[config.mk]
export PLATFORM = sky130hd
export DESIGN_NAME = ptg_port
export DESIGN_NICKNAME = d
export VERILOG_FILES = /design/src/ptg_pkg.sv /design/src/ptg_port.sv /design/src/ptg_sync.sv /design/src/ptg_edge_chan.sv
export VERILOG_INCLUDE_DIRS = /design/src
export SDC_FILE = /design/constraint.sdc
export NUM_CORES = 1
export LEC_CHECK = 0
export BUFFER_PORTS_ARGS = -buffer_cell sky130_fd_sc_hd__buf_2
export CELL_PAD_IN_SITES_DETAIL_PLACEMENT = 2
export CELL_PAD_IN_SITES_GLOBAL_PLACEMENT = 2
export CORE_ASPECT_RATIO = 1.25
export CORE_MARGIN = 2
export CORE_UTILIZATION = 30
export DETAILED_ROUTE_END_ITERATION = 8
export GPL_TIMING_DRIVEN = 0
export PLACE_DENSITY_LB_ADDON = 0.1
export SYNTH_ARGS = -nofsm -noshare
export SYNTH_HDL_FRONTEND = slang
export SYNTH_SLANG_ARGS = --single-unit
[constraint.sdc]
create_clock -name sys_clk -period 2.74 [get_ports sys_clk]
set_input_delay 0.274 -clock sys_clk [delete_from_list [all_inputs] [get_ports sys_clk]]
set_output_delay 0.274 -clock sys_clk [all_outputs]
set_load 0.01 [all_outputs]
[src/ptg_regs.svh]
`ifndef PTG_REGS_SVH
`define PTG_REGS_SVH

// ***********************************************
// register offsets
// ***********************************************
`define PTG_ADDR_W          16
`define PTG_OFS_LATCH       16'hfe48
`define PTG_OFS_DIR         16'hfe49
`define PTG_OFS_EDGE        16'hfe4a
`define PTG_OFS_PINSEL      16'hfe4b
`define PTG_OFS_CTRL        16'hfe4f

// ***********************************************
// field positions
// ***********************************************
`define PTG_B_RISE          7
`define PTG_B_FALL          6
`define PTG_B_FLAG          5
`define PTG_B_EN            4
`define PTG_A_RISE          3
`define PTG_A_FALL          2
`define PTG_A_FLAG          1
`define PTG_A_EN            0
`define PTG_CTRL_STBY       0
`define PTG_CTRL_RMW        1

// ***********************************************
// reset values
// ***********************************************
`define PTG_RST_BYTE        8'h00

// ***********************************************
// vectors
// ***********************************************
`define PTG_VEC_A           16'h0013
`define PTG_VEC_B           16'h001b

`endif

[src/ptg_pkg.sv]
package ptg_pkg;

    // extra function routed from a channel pin
    typedef enum logic [1:0] {
        PTG_FN_NONE,
        PTG_FN_T1_CLK,
        PTG_FN_T0L_CAP,
        PTG_FN_T0H_CAP
    } ptg_func_e;

    // core power state as seen by the port
    typedef enum logic [1:0] {
        PTG_RUN,
        PTG_DEEP,
        PTG_LIGHT
    } ptg_pwr_e;

endpackage : ptg_pkg

[src/ptg_port.sv]
// The address-and-strobe port was decided locally.
`timescale 1ns/1ps
`include "ptg_regs.svh"
// Summary of operation
// direction bit 1 makes a port bit output, 0 input, per bit.
// pull-up on only when bit is input and latch is 1.
// output 0 drives low; 1 drives high or releases if open-drain.
// plain read of latch register returns the eight pin levels.
// read-modify-write reads return the latch contents instead of pins.
// channel b edge select bits 7:6: none, fall, rise, both.
// channel a edge select bits 3:2 with the same encoding.
// channel b flag bit 5 set by hardware on a matching edge.
// channel a flag bit 1 set by hardware on a matching edge.
// flags are cleared only by software writes, never automatically.
// channel b flag and enable give standby release and vector 001b.
// channel a flag and enable give standby release and vector 0013.
// in deep standby edges still set flags; wake only if enabled.
// in deep standby, edges toward the level held at entry are ignored.
// software should use both-edge mode to wake from deep standby.
// after pin wake, light standby on rc clock until irq accepted.
// channel a pin from bits 3:0, channel b from bits 7:4.
// each channel pin can clock timer 1 or trigger timer 0 capture.
// pin select 3:2 picks a pin 0-3, 7:6 picks pin 4-7.
// function select 00 none, 01 count, 10 low capture, 11 high.
// simultaneous events on both channels to one function count once.
// pins synchronised; edges found by comparing with previous sample.
module ptg_port
    import ptg_pkg::*;
#(
    parameter int        WIDTH      = 8,
    parameter bit [7:0]  OPEN_DRAIN = 8'h00
) (
    // clocking
    input  wire logic                   sys_clk,
    input  wire logic                   sys_rst,
    input  wire logic                   clk_en,
    // register port
    input  wire logic [`PTG_ADDR_W-1:0] reg_addr,
    input  wire logic [7:0]             reg_wdata,
    input  wire logic                   reg_wr,
    input  wire logic                   reg_rd,
    input  wire logic                   reg_rmw,
    output logic      [7:0]             reg_rdata,
    // port pins
    input  wire logic [WIDTH-1:0]       pin_in,
    output logic      [WIDTH-1:0]       pin_out,
    output logic      [WIDTH-1:0]       pin_oe,
    output logic      [WIDTH-1:0]       pin_pullup,
    // core power handshake
    input  wire logic                   deep_standby_enter,
    input  wire logic                   irq_accept,
    output logic                        deep_release,
    output logic                        rc_clock_sel,
    // interrupt requests
    output logic                        pin_irq_a,
    output logic                        pin_irq_b,
    output logic      [15:0]            irq_vector,
    // timer routing
    output logic                        t1_count_clk,
    output logic                        t0l_capture,
    output logic                        t0h_capture
);

    // ***********************************************
    // registers and wires
    // ***********************************************
    logic [7:0] port_two_output_latch_reg;
    logic [7:0] port_two_direction_reg;
    logic [7:0] ext_irq_edge_control_reg;
    logic [7:0] ext_irq_pin_select_reg;
    logic [7:0] rdata_next;
    logic [7:0] edge_next;
    ptg_pwr_e   pwr_reg;
    ptg_pwr_e   pwr_next;
    logic       t1_reg;
    logic       t0l_reg;
    logic       t0h_reg;
    logic [WIDTH-1:0] pin_sync;
    logic       hit_a;
    logic       hit_b;
    logic       sel_latch;
    logic       sel_dir;
    logic       sel_edge;
    logic       sel_pinsel;
    logic       sel_ctrl;
    logic       wr_edge;
    logic       req_a;
    logic       req_b;
    logic       deep_entry;
    logic       in_deep;
    ptg_func_e  func_a;
    ptg_func_e  func_b;
    logic       t1_next;
    logic       t0l_next;
    logic       t0h_next;

    // ***********************************************
    // address decode
    // ***********************************************
    assign sel_latch  = (reg_addr == `PTG_OFS_LATCH);
    assign sel_dir    = (reg_addr == `PTG_OFS_DIR);
    assign sel_edge   = (reg_addr == `PTG_OFS_EDGE);
    assign sel_pinsel = (reg_addr == `PTG_OFS_PINSEL);
    assign sel_ctrl   = (reg_addr == `PTG_OFS_CTRL);
    assign wr_edge    = reg_wr & sel_edge;

    // ***********************************************
    // pin drive
    // ***********************************************
    // per-bit drive, release and pull-up
    genvar gi;
    generate
        for (gi = 0; gi < WIDTH; gi++) begin : g_pin
            // open-drain bits only drive when latch is 0
            assign pin_oe[gi] = port_two_direction_reg[gi] &
                                ~(OPEN_DRAIN[gi] & port_two_output_latch_reg[gi]);
            assign pin_out[gi]    = port_two_output_latch_reg[gi];
            assign pin_pullup[gi] = ~port_two_direction_reg[gi] &
                                    port_two_output_latch_reg[gi];
        end
    endgenerate

    // inputs sampled in regardless of direction
    ptg_sync #(
        .W (WIDTH)
    ) u_sync (
        .sys_clk  (sys_clk),
        .sys_rst  (sys_rst),
        .clk_en   (clk_en),
        .async_in (pin_in),
        .sync_out (pin_sync)
    );

    // ***********************************************
    // edge channels
    // ***********************************************
    assign deep_entry = deep_standby_enter & (pwr_reg == PTG_RUN);
    assign in_deep    = (pwr_reg == PTG_DEEP);

    ptg_edge_chan u_chan_a (
        .sys_clk    (sys_clk),
        .sys_rst    (sys_rst),
        .clk_en     (clk_en),
        .pins       (pin_sync[3:0]),
        .pin_sel    (ext_irq_pin_select_reg[3:2]),
        .rise_en    (ext_irq_edge_control_reg[`PTG_A_RISE]),
        .fall_en    (ext_irq_edge_control_reg[`PTG_A_FALL]),
        .deep_entry (deep_entry),
        .in_deep    (in_deep),
        .edge_hit   (hit_a)
    );

    ptg_edge_chan u_chan_b (
        .sys_clk    (sys_clk),
        .sys_rst    (sys_rst),
        .clk_en     (clk_en),
        .pins       (pin_sync[7:4]),
        .pin_sel    (ext_irq_pin_select_reg[7:6]),
        .rise_en    (ext_irq_edge_control_reg[`PTG_B_RISE]),
        .fall_en    (ext_irq_edge_control_reg[`PTG_B_FALL]),
        .deep_entry (deep_entry),
        .in_deep    (in_deep),
        .edge_hit   (hit_b)
    );

    // ***********************************************
    // flags and requests
    // ***********************************************
    // software write first, then hardware set so a coincident edge wins
    always_comb begin
        edge_next = wr_edge ? reg_wdata : ext_irq_edge_control_reg;
        if (hit_a) begin
            edge_next[`PTG_A_FLAG] = 1'b1;
        end
        if (hit_b) begin
            edge_next[`PTG_B_FLAG] = 1'b1;
        end
    end

    assign req_a = ext_irq_edge_control_reg[`PTG_A_FLAG] &
                   ext_irq_edge_control_reg[`PTG_A_EN];
    assign req_b = ext_irq_edge_control_reg[`PTG_B_FLAG] &
                   ext_irq_edge_control_reg[`PTG_B_EN];
    assign pin_irq_a    = req_a;
    assign pin_irq_b    = req_b;
    assign deep_release = req_a | req_b;
    // channel a has the lower vector and so the higher priority
    assign irq_vector   = req_a ? `PTG_VEC_A : (req_b ? `PTG_VEC_B : 16'h0000);
    assign rc_clock_sel = (pwr_reg == PTG_LIGHT);

    // ***********************************************
    // power state
    // ***********************************************
    always_comb begin
        pwr_next = pwr_reg;
        unique case (pwr_reg)
            PTG_RUN: begin
                if (deep_standby_enter) begin
                    pwr_next = PTG_DEEP;
                end
            end
            PTG_DEEP: begin
                if (deep_release) begin
                    pwr_next = PTG_LIGHT;
                end
            end
            PTG_LIGHT: begin
                if (irq_accept) begin
                    pwr_next = PTG_RUN;
                end
            end
            default: begin
                pwr_next = PTG_RUN;
            end
        endcase
    end

    // ***********************************************
    // timer routing
    // ***********************************************
    assign func_a = ptg_func_e'(ext_irq_pin_select_reg[1:0]);
    assign func_b = ptg_func_e'(ext_irq_pin_select_reg[5:4]);
    // or-merge means coincident events yield a single pulse
    assign t1_next  = (hit_a & (func_a == PTG_FN_T1_CLK)) |
                      (hit_b & (func_b == PTG_FN_T1_CLK));
    assign t0l_next = (hit_a & (func_a == PTG_FN_T0L_CAP)) |
                      (hit_b & (func_b == PTG_FN_T0L_CAP));
    assign t0h_next = (hit_a & (func_a == PTG_FN_T0H_CAP)) |
                      (hit_b & (func_b == PTG_FN_T0H_CAP));
    assign t1_count_clk = t1_reg;
    assign t0l_capture  = t0l_reg;
    assign t0h_capture  = t0h_reg;

    // ***********************************************
    // read mux
    // ***********************************************
    // rmw cycles see the latch so untouched output bits keep their value
    always_comb begin
        rdata_next = 8'h00;
        if (sel_latch) begin
            rdata_next = reg_rmw ? port_two_output_latch_reg
                                 : pin_sync;
        end else if (sel_dir) begin
            rdata_next = port_two_direction_reg;
        end else if (sel_edge) begin
            rdata_next = ext_irq_edge_control_reg;
        end else if (sel_pinsel) begin
            rdata_next = ext_irq_pin_select_reg;
        end else if (sel_ctrl) begin
            rdata_next = {6'h00, rc_clock_sel, in_deep};
        end
    end

    // ***********************************************
    // state update
    // ***********************************************
    always_ff @(posedge sys_clk) begin
        if (sys_rst) begin
            port_two_output_latch_reg <= `PTG_RST_BYTE;
            port_two_direction_reg    <= `PTG_RST_BYTE;
            ext_irq_edge_control_reg  <= `PTG_RST_BYTE;
            ext_irq_pin_select_reg    <= `PTG_RST_BYTE;
            reg_rdata                 <= 8'h00;
            pwr_reg                   <= PTG_RUN;
            t1_reg                    <= 1'b0;
            t0l_reg                   <= 1'b0;
            t0h_reg                   <= 1'b0;
        end else if (clk_en) begin
            if (reg_wr & sel_latch) begin
                port_two_output_latch_reg <= reg_wdata;
            end
            if (reg_wr & sel_dir) begin
                port_two_direction_reg <= reg_wdata;
            end
            if (reg_wr & sel_pinsel) begin
                ext_irq_pin_select_reg <= reg_wdata;
            end
            ext_irq_edge_control_reg <= edge_next;
            reg_rdata <= reg_rd ? rdata_next : 8'h00;
            pwr_reg   <= pwr_next;
            t1_reg    <= t1_next;
            t0l_reg   <= t0l_next;
            t0h_reg   <= t0h_next;
        end
    end

endmodule : ptg_port

[src/ptg_sync.sv]
`timescale 1ns/1ps
// two-stage synchroniser, one stage pair per bit
module ptg_sync #(
    parameter int W = 8
) (
    // clocking
    input  wire logic         sys_clk,
    input  wire logic         sys_rst,
    input  wire logic         clk_en,
    // data
    input  wire logic [W-1:0] async_in,
    output logic      [W-1:0] sync_out
);

    logic [W-1:0] meta_reg;

    // first stage feeds only the second
    always_ff @(posedge sys_clk) begin
        if (sys_rst) begin
            meta_reg <= '0;
            sync_out <= '0;
        end else if (clk_en) begin
            meta_reg <= async_in;
            sync_out <= meta_reg;
        end
    end

endmodule : ptg_sync

[src/ptg_edge_chan.sv]
`timescale 1ns/1ps
`include "ptg_regs.svh"
// one pin-interrupt channel: pin select, edge detect, standby masking
module ptg_edge_chan
    import ptg_pkg::*;
(
    // clocking
    input  wire logic       sys_clk,
    input  wire logic       sys_rst,
    input  wire logic       clk_en,
    // selection
    input  wire logic [3:0] pins,
    input  wire logic [1:0] pin_sel,
    input  wire logic       rise_en,
    input  wire logic       fall_en,
    // standby
    input  wire logic       deep_entry,
    input  wire logic       in_deep,
    // event out
    output logic            edge_hit
);

    logic sample_reg;
    logic entry_lvl_reg;
    logic cur;
    logic rise;
    logic fall;
    logic rise_ok;
    logic fall_ok;

    // selection and edge decode, comparing against previous sample
    assign cur  = pins[pin_sel];
    assign rise = cur & ~sample_reg;
    assign fall = ~cur & sample_reg;
    // in deep standby an edge toward the entry level never counts, all the way
    // through; only the opposite edge wakes, hence the advice to use both edges
    assign rise_ok  = ~(in_deep & entry_lvl_reg);
    assign fall_ok  = ~(in_deep & ~entry_lvl_reg);
    assign edge_hit = (rise_en & rise & rise_ok) | (fall_en & fall & fall_ok);

    // previous sample and level caught at standby entry
    always_ff @(posedge sys_clk) begin
        if (sys_rst) begin
            sample_reg    <= 1'b0;
            entry_lvl_reg <= 1'b0;
        end else if (clk_en) begin
            sample_reg <= cur;
            if (deep_entry) begin
                entry_lvl_reg <= cur;
            end
        end
    end

endmodule : ptg_edge_chan

### Word level (Yosys, flattened, before mapping)

Index checks and enable logic that the tools add are counted.

| word-level totals | value |
|---|---|
| register bits after elaboration | 65 |
| input bits | 40 |
| output and inout port bits | 55 |
| word-level logic and storage cells | 127 |

| operators by class | value |
|---|---|
| order comparisons | 2 |
| equality and inequality tests | 16 |
| muxes and demuxes | 20 |
| bitwise gates (word level) | 61 |
| reduce and logical (&&, ||, !) cells | 11 |

Operators with widths:

| kind | number |
|---|---|
| 16-bit equality test, second input constant | 5 |
| 8-bit two-way mux | 6 |
| 1-bit AND | 37 |
| 1-bit inverter | 18 |
| 2-bit AND reduction | 7 |
| 2-bit equality test, second input constant | 5 |
| 5-bit two-way mux | 2 |
| 2-bit two-way mux | 4 |
| 2-bit by 1-bit equality test with 1-bit output, second input constant | 3 |
| 2-bit by 3-bit less-than comparator with 1-bit output, second input constant | 2 |
| 6-bit two-way mux | 1 |
| 2-bit != test, second input constant | 3 |
| 1-bit OR | 6 |
| 2-bit case mux with 3 select lines | 1 |
| 1-bit binary-select mux with 2-bit select | 2 |
| 1-bit two-way mux | 4 |
| 4-bit AND reduction | 1 |
| 2-bit nonzero test | 2 |
| 2-bit logical NOT | 1 |

### Logic depth before layout (Yosys ltp)

Gate-level depths: netlist of run 1.

| logic depth | value |
|---|---|
| depth in word-level cells | 9 |
| gate-level depth with buffers | 6 |
| depth with buffers taken out | 4 |

### By module

A second synthesis of run 1 with hierarchy kept.

| second synthesis, totals | value |
|---|---|
| cell total of the unflattened synthesis | 353 |
| area, all modules | 3204.3 um^2 |

Modules (own cells, without submodules):

| module | instances | cells each | area an instance (um^2) | sequential area each (um^2) |
|---|---|---|---|---|
| ptg_port | 1 | 273 | 2383.5 | 900.9 |
| ptg_sync | 1 | 52 | 580.6 | 320.3 |
| ptg_edge_chan | 2 | 14 | 120.1 | 40.0 |

### Worst setup path before layout of run 1

Ideal clock, no wire load.

| path | value |
|---|---|
| kind | input -> register |
| start | input reg_addr[4] |
| end | register ext_irq_pin_select_reg[1] |
| setup time | 0.120 ns |
| data arrival time | 1.969 ns |
| required time | 2.620 ns |
| setup slack | 0.652 ns |
| stages on the path | 6 |
| path buffers | 2 |
| cells stage by stage | or3b_1 or4_1 buf_6 or4_4 buf_6 mux2i_1 |

| between the ends | value |
|---|---|
| word-level cells in the longest chain between the ends | 3 |

RTL lines:

| what | line | RTL |
|---|---|---|
| start: declaration | ptg_port.sv:38 | `` input wire logic [`PTG_ADDR_W-1:0] reg_addr, `` |
| 16-bit equality test (no source line) | n/a |  |
| 1-bit AND | ptg_port.sv:275 | `if (reg_wr & sel_pinsel) begin` |
| 2-bit AND reduction (no source line) | n/a |  |
| end signal: assignment | ptg_port.sv:262 | `` ext_irq_pin_select_reg <= `PTG_RST_BYTE; `` |
| end signal: assignment | ptg_port.sv:276 | `ext_irq_pin_select_reg <= reg_wdata;` |
| end: declaration | ptg_port.sv:70 | `logic [7:0] ext_irq_pin_select_reg;` |

No other way between the ends.
A chain may end at the register's enable or synchronous reset.

### Worst setup path after layout of run 1

| path | value |
|---|---|
| start | input reg_addr[4] |
| end | register port_two_output_latch_reg[1], in the netlist pin_out[1] |

| between the ends | value |
|---|---|
| word-level cells in the longest chain between the ends | 3 |

RTL lines:

| what | line | RTL |
|---|---|---|
| 16-bit equality test (no source line) | n/a |  |
| 1-bit AND | ptg_port.sv:269 | `if (reg_wr & sel_latch) begin` |
| 2-bit AND reduction (no source line) | n/a |  |
| end signal: assignment | ptg_port.sv:259 | `` port_two_output_latch_reg <= `PTG_RST_BYTE; `` |
| end signal: assignment | ptg_port.sv:270 | `port_two_output_latch_reg <= reg_wdata;` |
| end: declaration | ptg_port.sv:67 | `logic [7:0] port_two_output_latch_reg;` |

No other way between the ends.

==> run_results.csv, run 1 <==
group,metric,value,unit
floorplan,start_util,30.99,%
critical_path,path_max_fanout,10,
critical_path,end_kind,"flip-flop",
yosys,ys_types,41,
sta,period_needed,2360,ps
yosys,synthArstFlopShare,0,%
cells_and_area,n_fill_cell,1256,
sta,fin_skew,4.769,ps
clocking,clkLatencyLatePin,330,ps
sta,period_share,86.13,%
global_routing,grt_usage,22.14,%
placement,placedCellCount,598,
global_routing,grt_max_degree,11,
sta,fmax,423.7,MHz
placement,placed_cell_area,0.003896,mm²
yosys,synth_top_area_share,39.56,%
critical_path,crit_arrival,2620,ps
yosys,synth_common_cells,"65 x dfxtp_1, 46 x nand2_1, 43 x mux2i_1",
floorplan,die_y,121.1,µm
critical_path,required,3000,ps
yosys,synth_top_area_cell,"dfxtp_1",
cells_and_area,diodes,0,
clocking,cts_buffers,9,
clocking,postCtsHoldBufs,0,
critical_path,crit_chain,"buf_2, or3b_1, nor4_1, clkbuf_1, nand4_1, a21oi_1",
global_routing,gr-total-overflow,0,
yosys,synth.most_common_cell,"dfxtp_1",
clocking,cts_resized,0,
placement,place.gp.congestion,0.8301,
yosys,synth_edf_count,0,
pwr,p_per_area,570.8,mW/mm²
global_routing,grt_pass1_wl,19950,µm
sta,slew_headroom,5.874,%
yosys,netlist_top_cells_area,"dfxtp_1 40%, mux2i_1 13%, nand2_1 5.2%, o31ai_1 5.0%, nor2b_1 4.0%",
pwr,p_leak,0.001811,µW
min_path,hold_class,"input pin to flip-flop",
drt,routed_via_density,5.343,
drt,wire_per_inst,20.50,µm
clocking,clock_sink_count,65,
critical_path,critPathMaxStageDelay,1060,ps
clocking,post_cts_buffers,0,
critical_path,crit_type,"input pin to flip-flop",
drt,first_pass_iters,4,
yosys,syn_area_per_cell,8.772,µm²
yosys,syn_area,0.003289,mm²
drt,drc,0,
pwr,vdd_drop_max,0.2883,mV
floorplan,coreArea,0.01062,mm²
sta,hold_violations,0,
clocking,tritoncts,"done",
cells_and_area,regArea,0.001301,mm²
floorplan,dieArea,0.01182,mm²
floorplan,num_io_pins,95,
sta,finalMaxSlewViolations,0,
critical_path,crit_family,"simple AND/OR/NAND/NOR gates",
yosys,ys_ff_latch,65,
clocking,clk_pin_slew_worst_paths,60,ps
sta,setup_violations,0,
drt,vias,3275,
placement,hpwl,9464,µm
floorplan,die_w,97.66,µm
global_routing,grt_pass1_vias,3556,
yosys,ys_seq_area_share,39.56,%
cells_and_area,final-instance-count-excl-fill,613,
drt,ant_nets,0,
cells_and_area,fin_area,0.004208,mm²
cells_and_area,syn_to_final_growth,27.92,%
floorplan,rows,42,
critical_path,crit_buf_inv,2,
drt,drt_iter0_markers,167,
cells_and_area,post-route-util,39.64,%
clocking,root_buffer,"clkbuf_16",
drt,wl,12570,µm
outcome,status,"completed",
cells_and_area,drive_above_1_share,24.12,%
global_routing,antenna_found_initial,0,
sta,tightest_slew,1399,ps
yosys,yosys_warnings,0,
critical_path,cp-start-kind,"input pin",
cells_and_area,multi_input_area,0.001782,mm²
flow_run,cap_violations,0,
yosys,netlist_instances,375,
critical_path,crit_slowest_cell,"nor4_1",
yosys,synth_flop_cell,"dfxtp_1",
clocking,htree_levels,3,
sta,fin_tns_setup,0,ps
sta,rsz0062_at_grt,"no",
clocking,clockBufferDepth,2,
placement,port_buffers,80,
cells_and_area,nets,517,
## layout by cell type (no fill, tap or decap), types with 3 or more instances in the layout
master / n
clkbuf_16: 9
buf_4: 15
conb_1: 12
nor3_1: 4
buf_2: 80
nand2b_1: 4
a2111oi_0: 8
nor2_1: 29
and4b_1: 3
a21oi_1: 18
o211ai_1: 4
nand2_1: 46
o31ai_1: 22
nand3b_1: 3
dfxtp_1: 65
nand4b_1: 4
o21ai_0: 11
clkbuf_1: 28
nand4_1: 15
nor2b_1: 21
mux2i_1: 43
## per-layer routing
metal  part of all wire (%)  up-vias  routed length (µm)  GRT usage [%]
li1                       -     1548                   -              -
met1                     43     1640                5349          26.25
met2                     52       68                6510          39.40
met3                    3.1       19                 386          3.629
met4                    2.5        0                 320          9.549
met5                      0        -                   0              0
## logic make-up after synthesis
group	share of synthesized area, %
AOI/OAI and AO/OA	14.61
buffers and inverters	7.531
DFF	39.56
muxes	14.45
other	0.1140
and+or+nand+nor	23.74
## area by class of cell
type,instances,area share [%]
flip-flops and latches,65,30.92
multi-input cells,274,42.34
clock inverters,3,1.546
clock buffers,12,5.858
plain buffers,45,5.709
inverters,2,0.1784
repair buffers,80,9.515
well taps,132,3.925
## worst reg2reg max path: cells and delay by family, from the launching register on
| kind | cells | cell delay [ps] |
|---|---|---|
| flops | 1 | 370 |
| mux | 1 | 590 |
| simple gates | 1 | 480 |
| compound gates | 2 | 440 |
## power breakdown
| group | leakage, µW | internal (µW) | total (µW) | switching (µW) |
|---|---|---|---|---|
| Sequential | 0.000526 | 960 | 970 | 9.98 |
| Combinational | 0.00113 | 70.9 | 197 | 126 |
| Clock | 0.000153 | 815 | 1230 | 420 |
| Total | 0.00181 | 1850 | 2400 | 556 |
## final timing paths
check                       startpoint                 end  slack, ps  depth (start not counted)
max                        reg_addr[4]          pin_out[1]        380                          6
min                          pin_in[4]  u_sync.meta_reg[4]        180                          3
max reg2reg  ext_irq_pin_select_reg[2]        t1_count_clk        760                          4
min reg2reg               reg_rdata[7]        reg_rdata[7]        450                          2
## metrics by stage
step                hold slack, ps  worst slack [ps]  total power [µW]
floorplan                    421.2             651.5              1101
global placement             438.5             130.9              1182
detailed placement           449.7             134.6              1187
CTS                          173.9             442.0              2424
global route                 182.4             332.8              2485
finish                       177.4             379.9              2402
Power figures use the tool's default switching activity.
==> run 2: changes to the inputs <==
Settings changed: CORE_ASPECT_RATIO 1.25 to 0.75.
==> run 2 against run 1 <==
  * Utilization down 0.66 points
  * Hold slack improved by 1.4 ps
  * Non-clock buffer count did not move
  * Die area about the same
  * Combinational power barely moved
  * Critical endpoint is now reg_rdata[0]
  * Largest cell class unchanged
  * Largest power group unchanged
==> run_results.csv, run 2 (same netlist as run 1, synthesis figures left out) <==
group,metric,value,unit
outcome,status,"completed",
cells_and_area,drive_above_1_share,24.32,%
pwr,vdd_drop_max,0.3023,mV
sta,finalMaxSlewViolations,0,
global_routing,grt_pass1_vias,3440,
sta,fin_tns_setup,0,ps
sta,slew_headroom,28.46,%
critical_path,crit_buf_inv,3,
sta,fmax,443.8,MHz
cells_and_area,fin_area,0.004217,mm²
critical_path,crit_chain,"buf_2, or3b_1, or4_1, buf_6, clkbuf_1, a2111oi_0, o31ai_1",
global_routing,grt_max_degree,12,
global_routing,grt_pass1_wl,19200,µm
drt,drt_iter0_markers,143,
critical_path,rr_startpoint,"ext_irq_pin_select_reg[2]",
placement,placedCellCount,606,
critical_path,crit_arrival,2450,ps
pwr,p_leak,0.001807,µW
pwr,p_per_area,566.8,mW/mm²
clocking,root_buffer,"clkbuf_16",
drt,drc,0,
clocking,tritoncts,"done",
global_routing,antenna_found_initial,0,
cells_and_area,syn_to_final_growth,28.19,%
global_routing,grt_usage,21.30,%
floorplan,num_io_pins,95,
critical_path,reg2reg_slack,760,ps
sta,setup_violations,0,
critical_path,crit_slowest_cell,"a2111oi_0",
pwr,p_total,2390,µW
critical_path,r2r-end,"t1_count_clk",
flow_run,cap_violations,0,
clocking,postCtsHoldBufs,0,
placement,port_buffers,80,
drt,wl,12080,µm
critical_path,required,2940,ps
critical_path,critPathMaxStageDelay,700,ps
clocking,cts_resized,0,
floorplan,coreArea,0.01082,mm²
cells_and_area,diodes,0,
placement,place.gp.congestion,0.8270,
min_path,whs_path_depth,3,
critical_path,path_max_fanout,10,
floorplan,dieArea,0.01183,mm²
floorplan,die_w,124.9,µm
clocking,clk_pin_slew_worst_paths,60,ps
critical_path,ff2ff_path_depth,4,
critical_path,crit_family,"compound AO/OA/AOI/OAI gates",
drt,ant_nets,0,
placement,placed_cell_area,0.003906,mm²
floorplan,die_y,94.69,µm
cells_and_area,nets,517,
clocking,clock_sink_count,65,
drt,wire_per_inst,19.45,µm
drt,routed_via_density,5.275,
placement,hpwl,9350,µm
clocking,clkLatencyLatePin,330,ps
floorplan,start_util,30.41,%
cells_and_area,multi_input_area,0.001782,mm²
sta,whs,178.8,ps
min_path,hold_class,"input pin to flip-flop",
sta,hold_violations,0,
drt,first_pass_iters,4,
critical_path,cp-start-kind,"input pin",
drt,vias,3276,
clocking,clockBufferDepth,2,
cells_and_area,layout_common_cells,"80 x buf_2, 65 x dfxtp_1, 46 x nand2_1",
critical_path,path_depth,7,
global_routing,gr-total-overflow,0,
sta,period_share,82.24,%
sta,rsz0062_at_grt,"no",
floorplan,rows,33,
critical_path,crit_start,"reg_addr[4]",
cells_and_area,n_fill_cell,1249,
clocking,post_cts_buffers,0,
sta,fin_skew,4.148,ps
cells_and_area,final-instance-count-excl-fill,621,
clocking,htree_levels,3,
cells_and_area,regArea,0.001301,mm²
sta,tightest_slew,1063,ps
critical_path,crit_type,"input pin to flip-flop",
clocking,cts_buffers,9,
cells_and_area,mostFrequentLayoutCell,"buf_2",
critical_path,setup.worst_path.end,"reg_rdata[0]",
critical_path,end_kind,"flip-flop",
sta,period_needed,2253,ps
[run 2: worst min-delay path by stage]
stage | start | slack, ps | endpoint
after floorplan | pin_in[0] | 420 | u_sync.meta_reg[0]
after global placement | reg_rdata[0] | 430 | reg_rdata[0]
after detailed placement | reg_rdata[5] | 450 | reg_rdata[5]
final | pin_in[7] | 180 | u_sync.meta_reg[7]
after global routing | pin_in[6] | 190 | u_sync.meta_reg[6]
after CTS | pin_in[5] | 170 | u_sync.meta_reg[5]
[run 2: per-stage QoR]
step | setup WS, ps | utilization (%)
global route | 297.9 | 38.98
global placement | 122.0 | 36.11
floorplan | 651.5 | -
CTS | 484.1 | 38.98
finish | 486.7 | 38.98
detailed placement | 135.1 | 36.11
[run 2: final cells by class]
cell class,instances,share of cell area [%]
clock inverters,5,1.929
clock buffers,10,5.430
repair buffers,80,9.496
well taps,140,4.154
plain buffers,45,5.697
inverters,2,0.1780
multi-input cells,274,42.26
flip-flops and latches,65,30.86
[run 2: layer usage]
| metal | vias to the layer above | track usage [%] | share of wire, % |
|---|---|---|---|
| met4 | 0 | 5.556 | 0.94 |
| met3 | 9 | 4.306 | 4.1 |
| met2 | 80 | 35.15 | 46 |
| met1 | 1639 | 28.77 | 49 |
| met5 | - | 0 | 0 |
| li1 | 1548 | - | - |
[run 2: power breakdown]
group	total [µW]	leakage (µW)	switching, µW	internal, µW
logic	195	0.00113	124	70.8
clock network	1220	0.000149	433	791
registers	970	0.000526	10.4	960
total	2390	0.00181	568	1820
[run 2: tightest hold or removal path, delay by kind of cell]
kind | cells | cell delay, ps
simple gates | 1 | 70
buf+inv | 1 | 80
mux | 1 | 60
==> run 3: changes to the inputs <==
Settings changed: ABC_AREA from default to 1, CORE_UTILIZATION 30 to 28.
Clock period 2.74 ns to 2.3 ns, I/O delays scaled along.
==> run 3 against run 2 <==
  * Via count increased by 6.1%
  * Wire length increased by 0.78%
  * Global-route usage decreased by 0.96 points
  * Critical endpoint is now t1_count_clk
  * Non-clock buffer count decreased by 13
  * Hold slack got worse by 57 ps
  * Final area decreased by 0.89%
  * First-iteration DRC count increased by 2.8%
  * Largest cell class unchanged
  * Highest routed layer unchanged
  * Synthesized area decreased by 0.84%
  * Clock power increased by 11%
  * Register-to-register slack got worse by 70 ps
==> run_results.csv, run 3 <==
group,metric,value,unit
critical_path,ff2ff_path_depth,12,
floorplan,coreArea,0.01149,mm²
yosys,synth_top_area_share,39.89,%
yosys,synth_flop_cell,"dfxtp_1",
cells_and_area,drive_above_1_share,23.52,%
clocking,clkLatencyLatePin,330,ps
drt,wire_per_inst,16.95,µm
floorplan,dieArea,0.01254,mm²
yosys,synthArstFlopShare,0,%
drt,drc,0,
critical_path,r2r-end,"t1_count_clk",
drt,wl,12170,µm
sta,tightest_slew,560.8,ps
yosys,netlist_top_cells_area,"dfxtp_1 40%, o21ai_0 8.9%, nand2_1 8.4%, nor2_1 7.1%, a21oi_1 7.1%",
yosys,syn_area,0.003262,mm²
critical_path,cp-start-kind,"flip-flop",
global_routing,grt_pass1_wl,19640,µm
clocking,clk_pin_slew_worst_paths,50,ps
flow_run,cap_violations,0,
placement,placedCellCount,702,
cells_and_area,mostFrequentLayoutCell,"buf_2",
floorplan,start_util,28.40,%
placement,port_buffers,81,
drt,ant_nets,0,
global_routing,grt_max_degree,11,
clocking,root_buffer,"clkbuf_16",
critical_path,required,2530,ps
global_routing,grt_usage,20.34,%
clocking,clock_sink_count,65,
sta,hold_violations,0,
sta,fmax,622.4,MHz
cells_and_area,final-instance-count-excl-fill,718,
sta,period_needed,1607,ps
yosys,synth.most_common_cell,"nand2_1",
cells_and_area,layout_common_cells,"82 x buf_2, 73 x nand2_1, 65 x dfxtp_1",
min_path,whs_path_depth,3,
critical_path,path_max_fanout,4,
clocking,cts_resized,0,
cells_and_area,diodes,0,
pwr,p_leak,0.002102,µW
drt,drt_iter0_markers,147,
yosys,synth_edf_count,0,
yosys,synth_top_area_cell,"dfxtp_1",
clocking,cts_buffers,9,
min_path,min_delay_worst_endpoint,"u_sync.meta_reg[3]",
yosys,yosys_warnings,0,
sta,rsz0062_at_grt,"no",
sta,fin_tns_setup,0,ps
sta,fin_skew,4.626,ps
yosys,ys_ff_latch,65,
yosys,netlist_instances,466,
sta,setup_violations,0,
sta,period_share,69.86,%
pwr,vdd_drop_max,0.5168,mV
outcome,status,"completed",
clocking,clockBufferDepth,2,
placement,place.gp.congestion,0.8389,
min_path,hold_start,"pin_in[3]",
clocking,tritoncts,"done",
cells_and_area,nets,609,
clocking,htree_levels,3,
yosys,ys_seq_area_share,39.89,%
drt,vias,3475,
placement,hpwl,9560,µm
pwr,p_per_area,673.1,mW/mm²
sta,finalMaxSlewViolations,0,
drt,first_pass_iters,4,
global_routing,grt_pass1_vias,3678,
critical_path,end_kind,"flip-flop",
min_path,hold_class,"input pin to flip-flop",
sta,slew_headroom,62.61,%
cells_and_area,n_fill_cell,1375,
global_routing,gr-total-overflow,0,
critical_path,crit_type,"flip-flop to flip-flop",
critical_path,rr_startpoint,"pwr_reg[1]",
floorplan,rows,34,
floorplan,num_io_pins,95,
cells_and_area,syn_to_final_growth,28.12,%
yosys,synth_common_cells,"73 x nand2_1, 65 x dfxtp_1, 62 x nor2_1",
floorplan,die_y,97.48,µm
drt,routed_via_density,4.840,
clocking,post_cts_buffers,0,
global_routing,antenna_found_initial,0,
yosys,syn_area_per_cell,7.000,µm²
critical_path,crit_arrival,1830,ps
floorplan,die_w,128.6,µm
critical_path,reg2reg_slack,690,ps
yosys,ys_types,28,
clocking,postCtsHoldBufs,0,
run 3: cell types whose count changed in the layout (fill, tap and decap cells not counted), moves of 21 or more:
cell     change
mux2i_1     -43
o21ai_0     +47
o31ai_1     -21
nand2_1     +27
nand3_1     +32
inv_1       +51
nor2_1      +33
nor2b_1     -21
a21oi_1     +28
run 3: critical path, stage by stage, from the launching register on:
cell	delay (ps)
dfxtp_1	330
inv_1	130
nand2_1	160
inv_1	190
nand2_1	80
nand2_1	70
nand3_1	100
nand2_1	140
nor2_1	50
nand2_1	70
nand3_1	70
nand2_1	90
inv_1	40
run 3: report_power, final:
| group | switching (µW) | internal, µW |
|---|---|---|
| sequential | 26.4 | 1160 |
| combinational | 172 | 92.6 |
| clock | 495 | 866 |
| total | 693 | 2120 |
run 3: kinds of logic after synthesis:
logic type             Yosys count  share of synthesized area, %
other                            1                        0.1150
and+or+nand+nor                193                         27.69
buffers and inverters           86                         12.73
DFF                             65                         39.89
AOI/OAI and AO/OA              121                         19.56
run 3: worst max path at each step:
stage	startpoint	end	slack, ps	cells past startpoint
after floorplan	reg_addr[6]	pin_out[5]	940	10
after global placement	reg_addr[5]	pin_out[6]	570	10
after detailed placement	reg_addr[2]	pin_oe[5]	500	9
after CTS	pwr_reg[0]	t1_count_clk	660	11
after global routing	pwr_reg[1]	ext_irq_edge_control_reg[5]	470	10
final	pwr_reg[1]	t1_count_clk	690	12
run 3: area by class of cell:
type                       instances  area [µm²]  share of cell area, %
buffer                            31       209.0                  5.000
clock buffer                      13       250.2                  5.988
clock inverter                     3       40.04                 0.9581
inverter                          55       206.4                  4.940
multi-input combinational        326        1587                  37.96
sequential                        65        1301                  31.14
tap                              144       180.2                  4.311
timing repair buffer              81       405.4                  9.701
run 3: metrics by stage:
step                hold slack [ps]  power, µW  setup WS, ps  utilization, %  instance area, µm²
floorplan                     364.9       1366         943.0               -                3303
global placement              452.6       1464         569.8           33.86                3889
detailed placement            459.9       1475         502.6           33.86                3889
CTS                           115.2       2845         656.6           36.38                4179
global route                  122.8       2937         472.5           36.38                4179
finish                        122.0       2813         693.2           36.38                4179
run 3: per-layer routing:
metal	part of all wire, %	track usage, %	wire length (µm)
met5	0	0	0
met4	0.71	4.849	87
met3	3.0	4.130	364
met2	47	32.49	5680
met1	50	28.20	6038
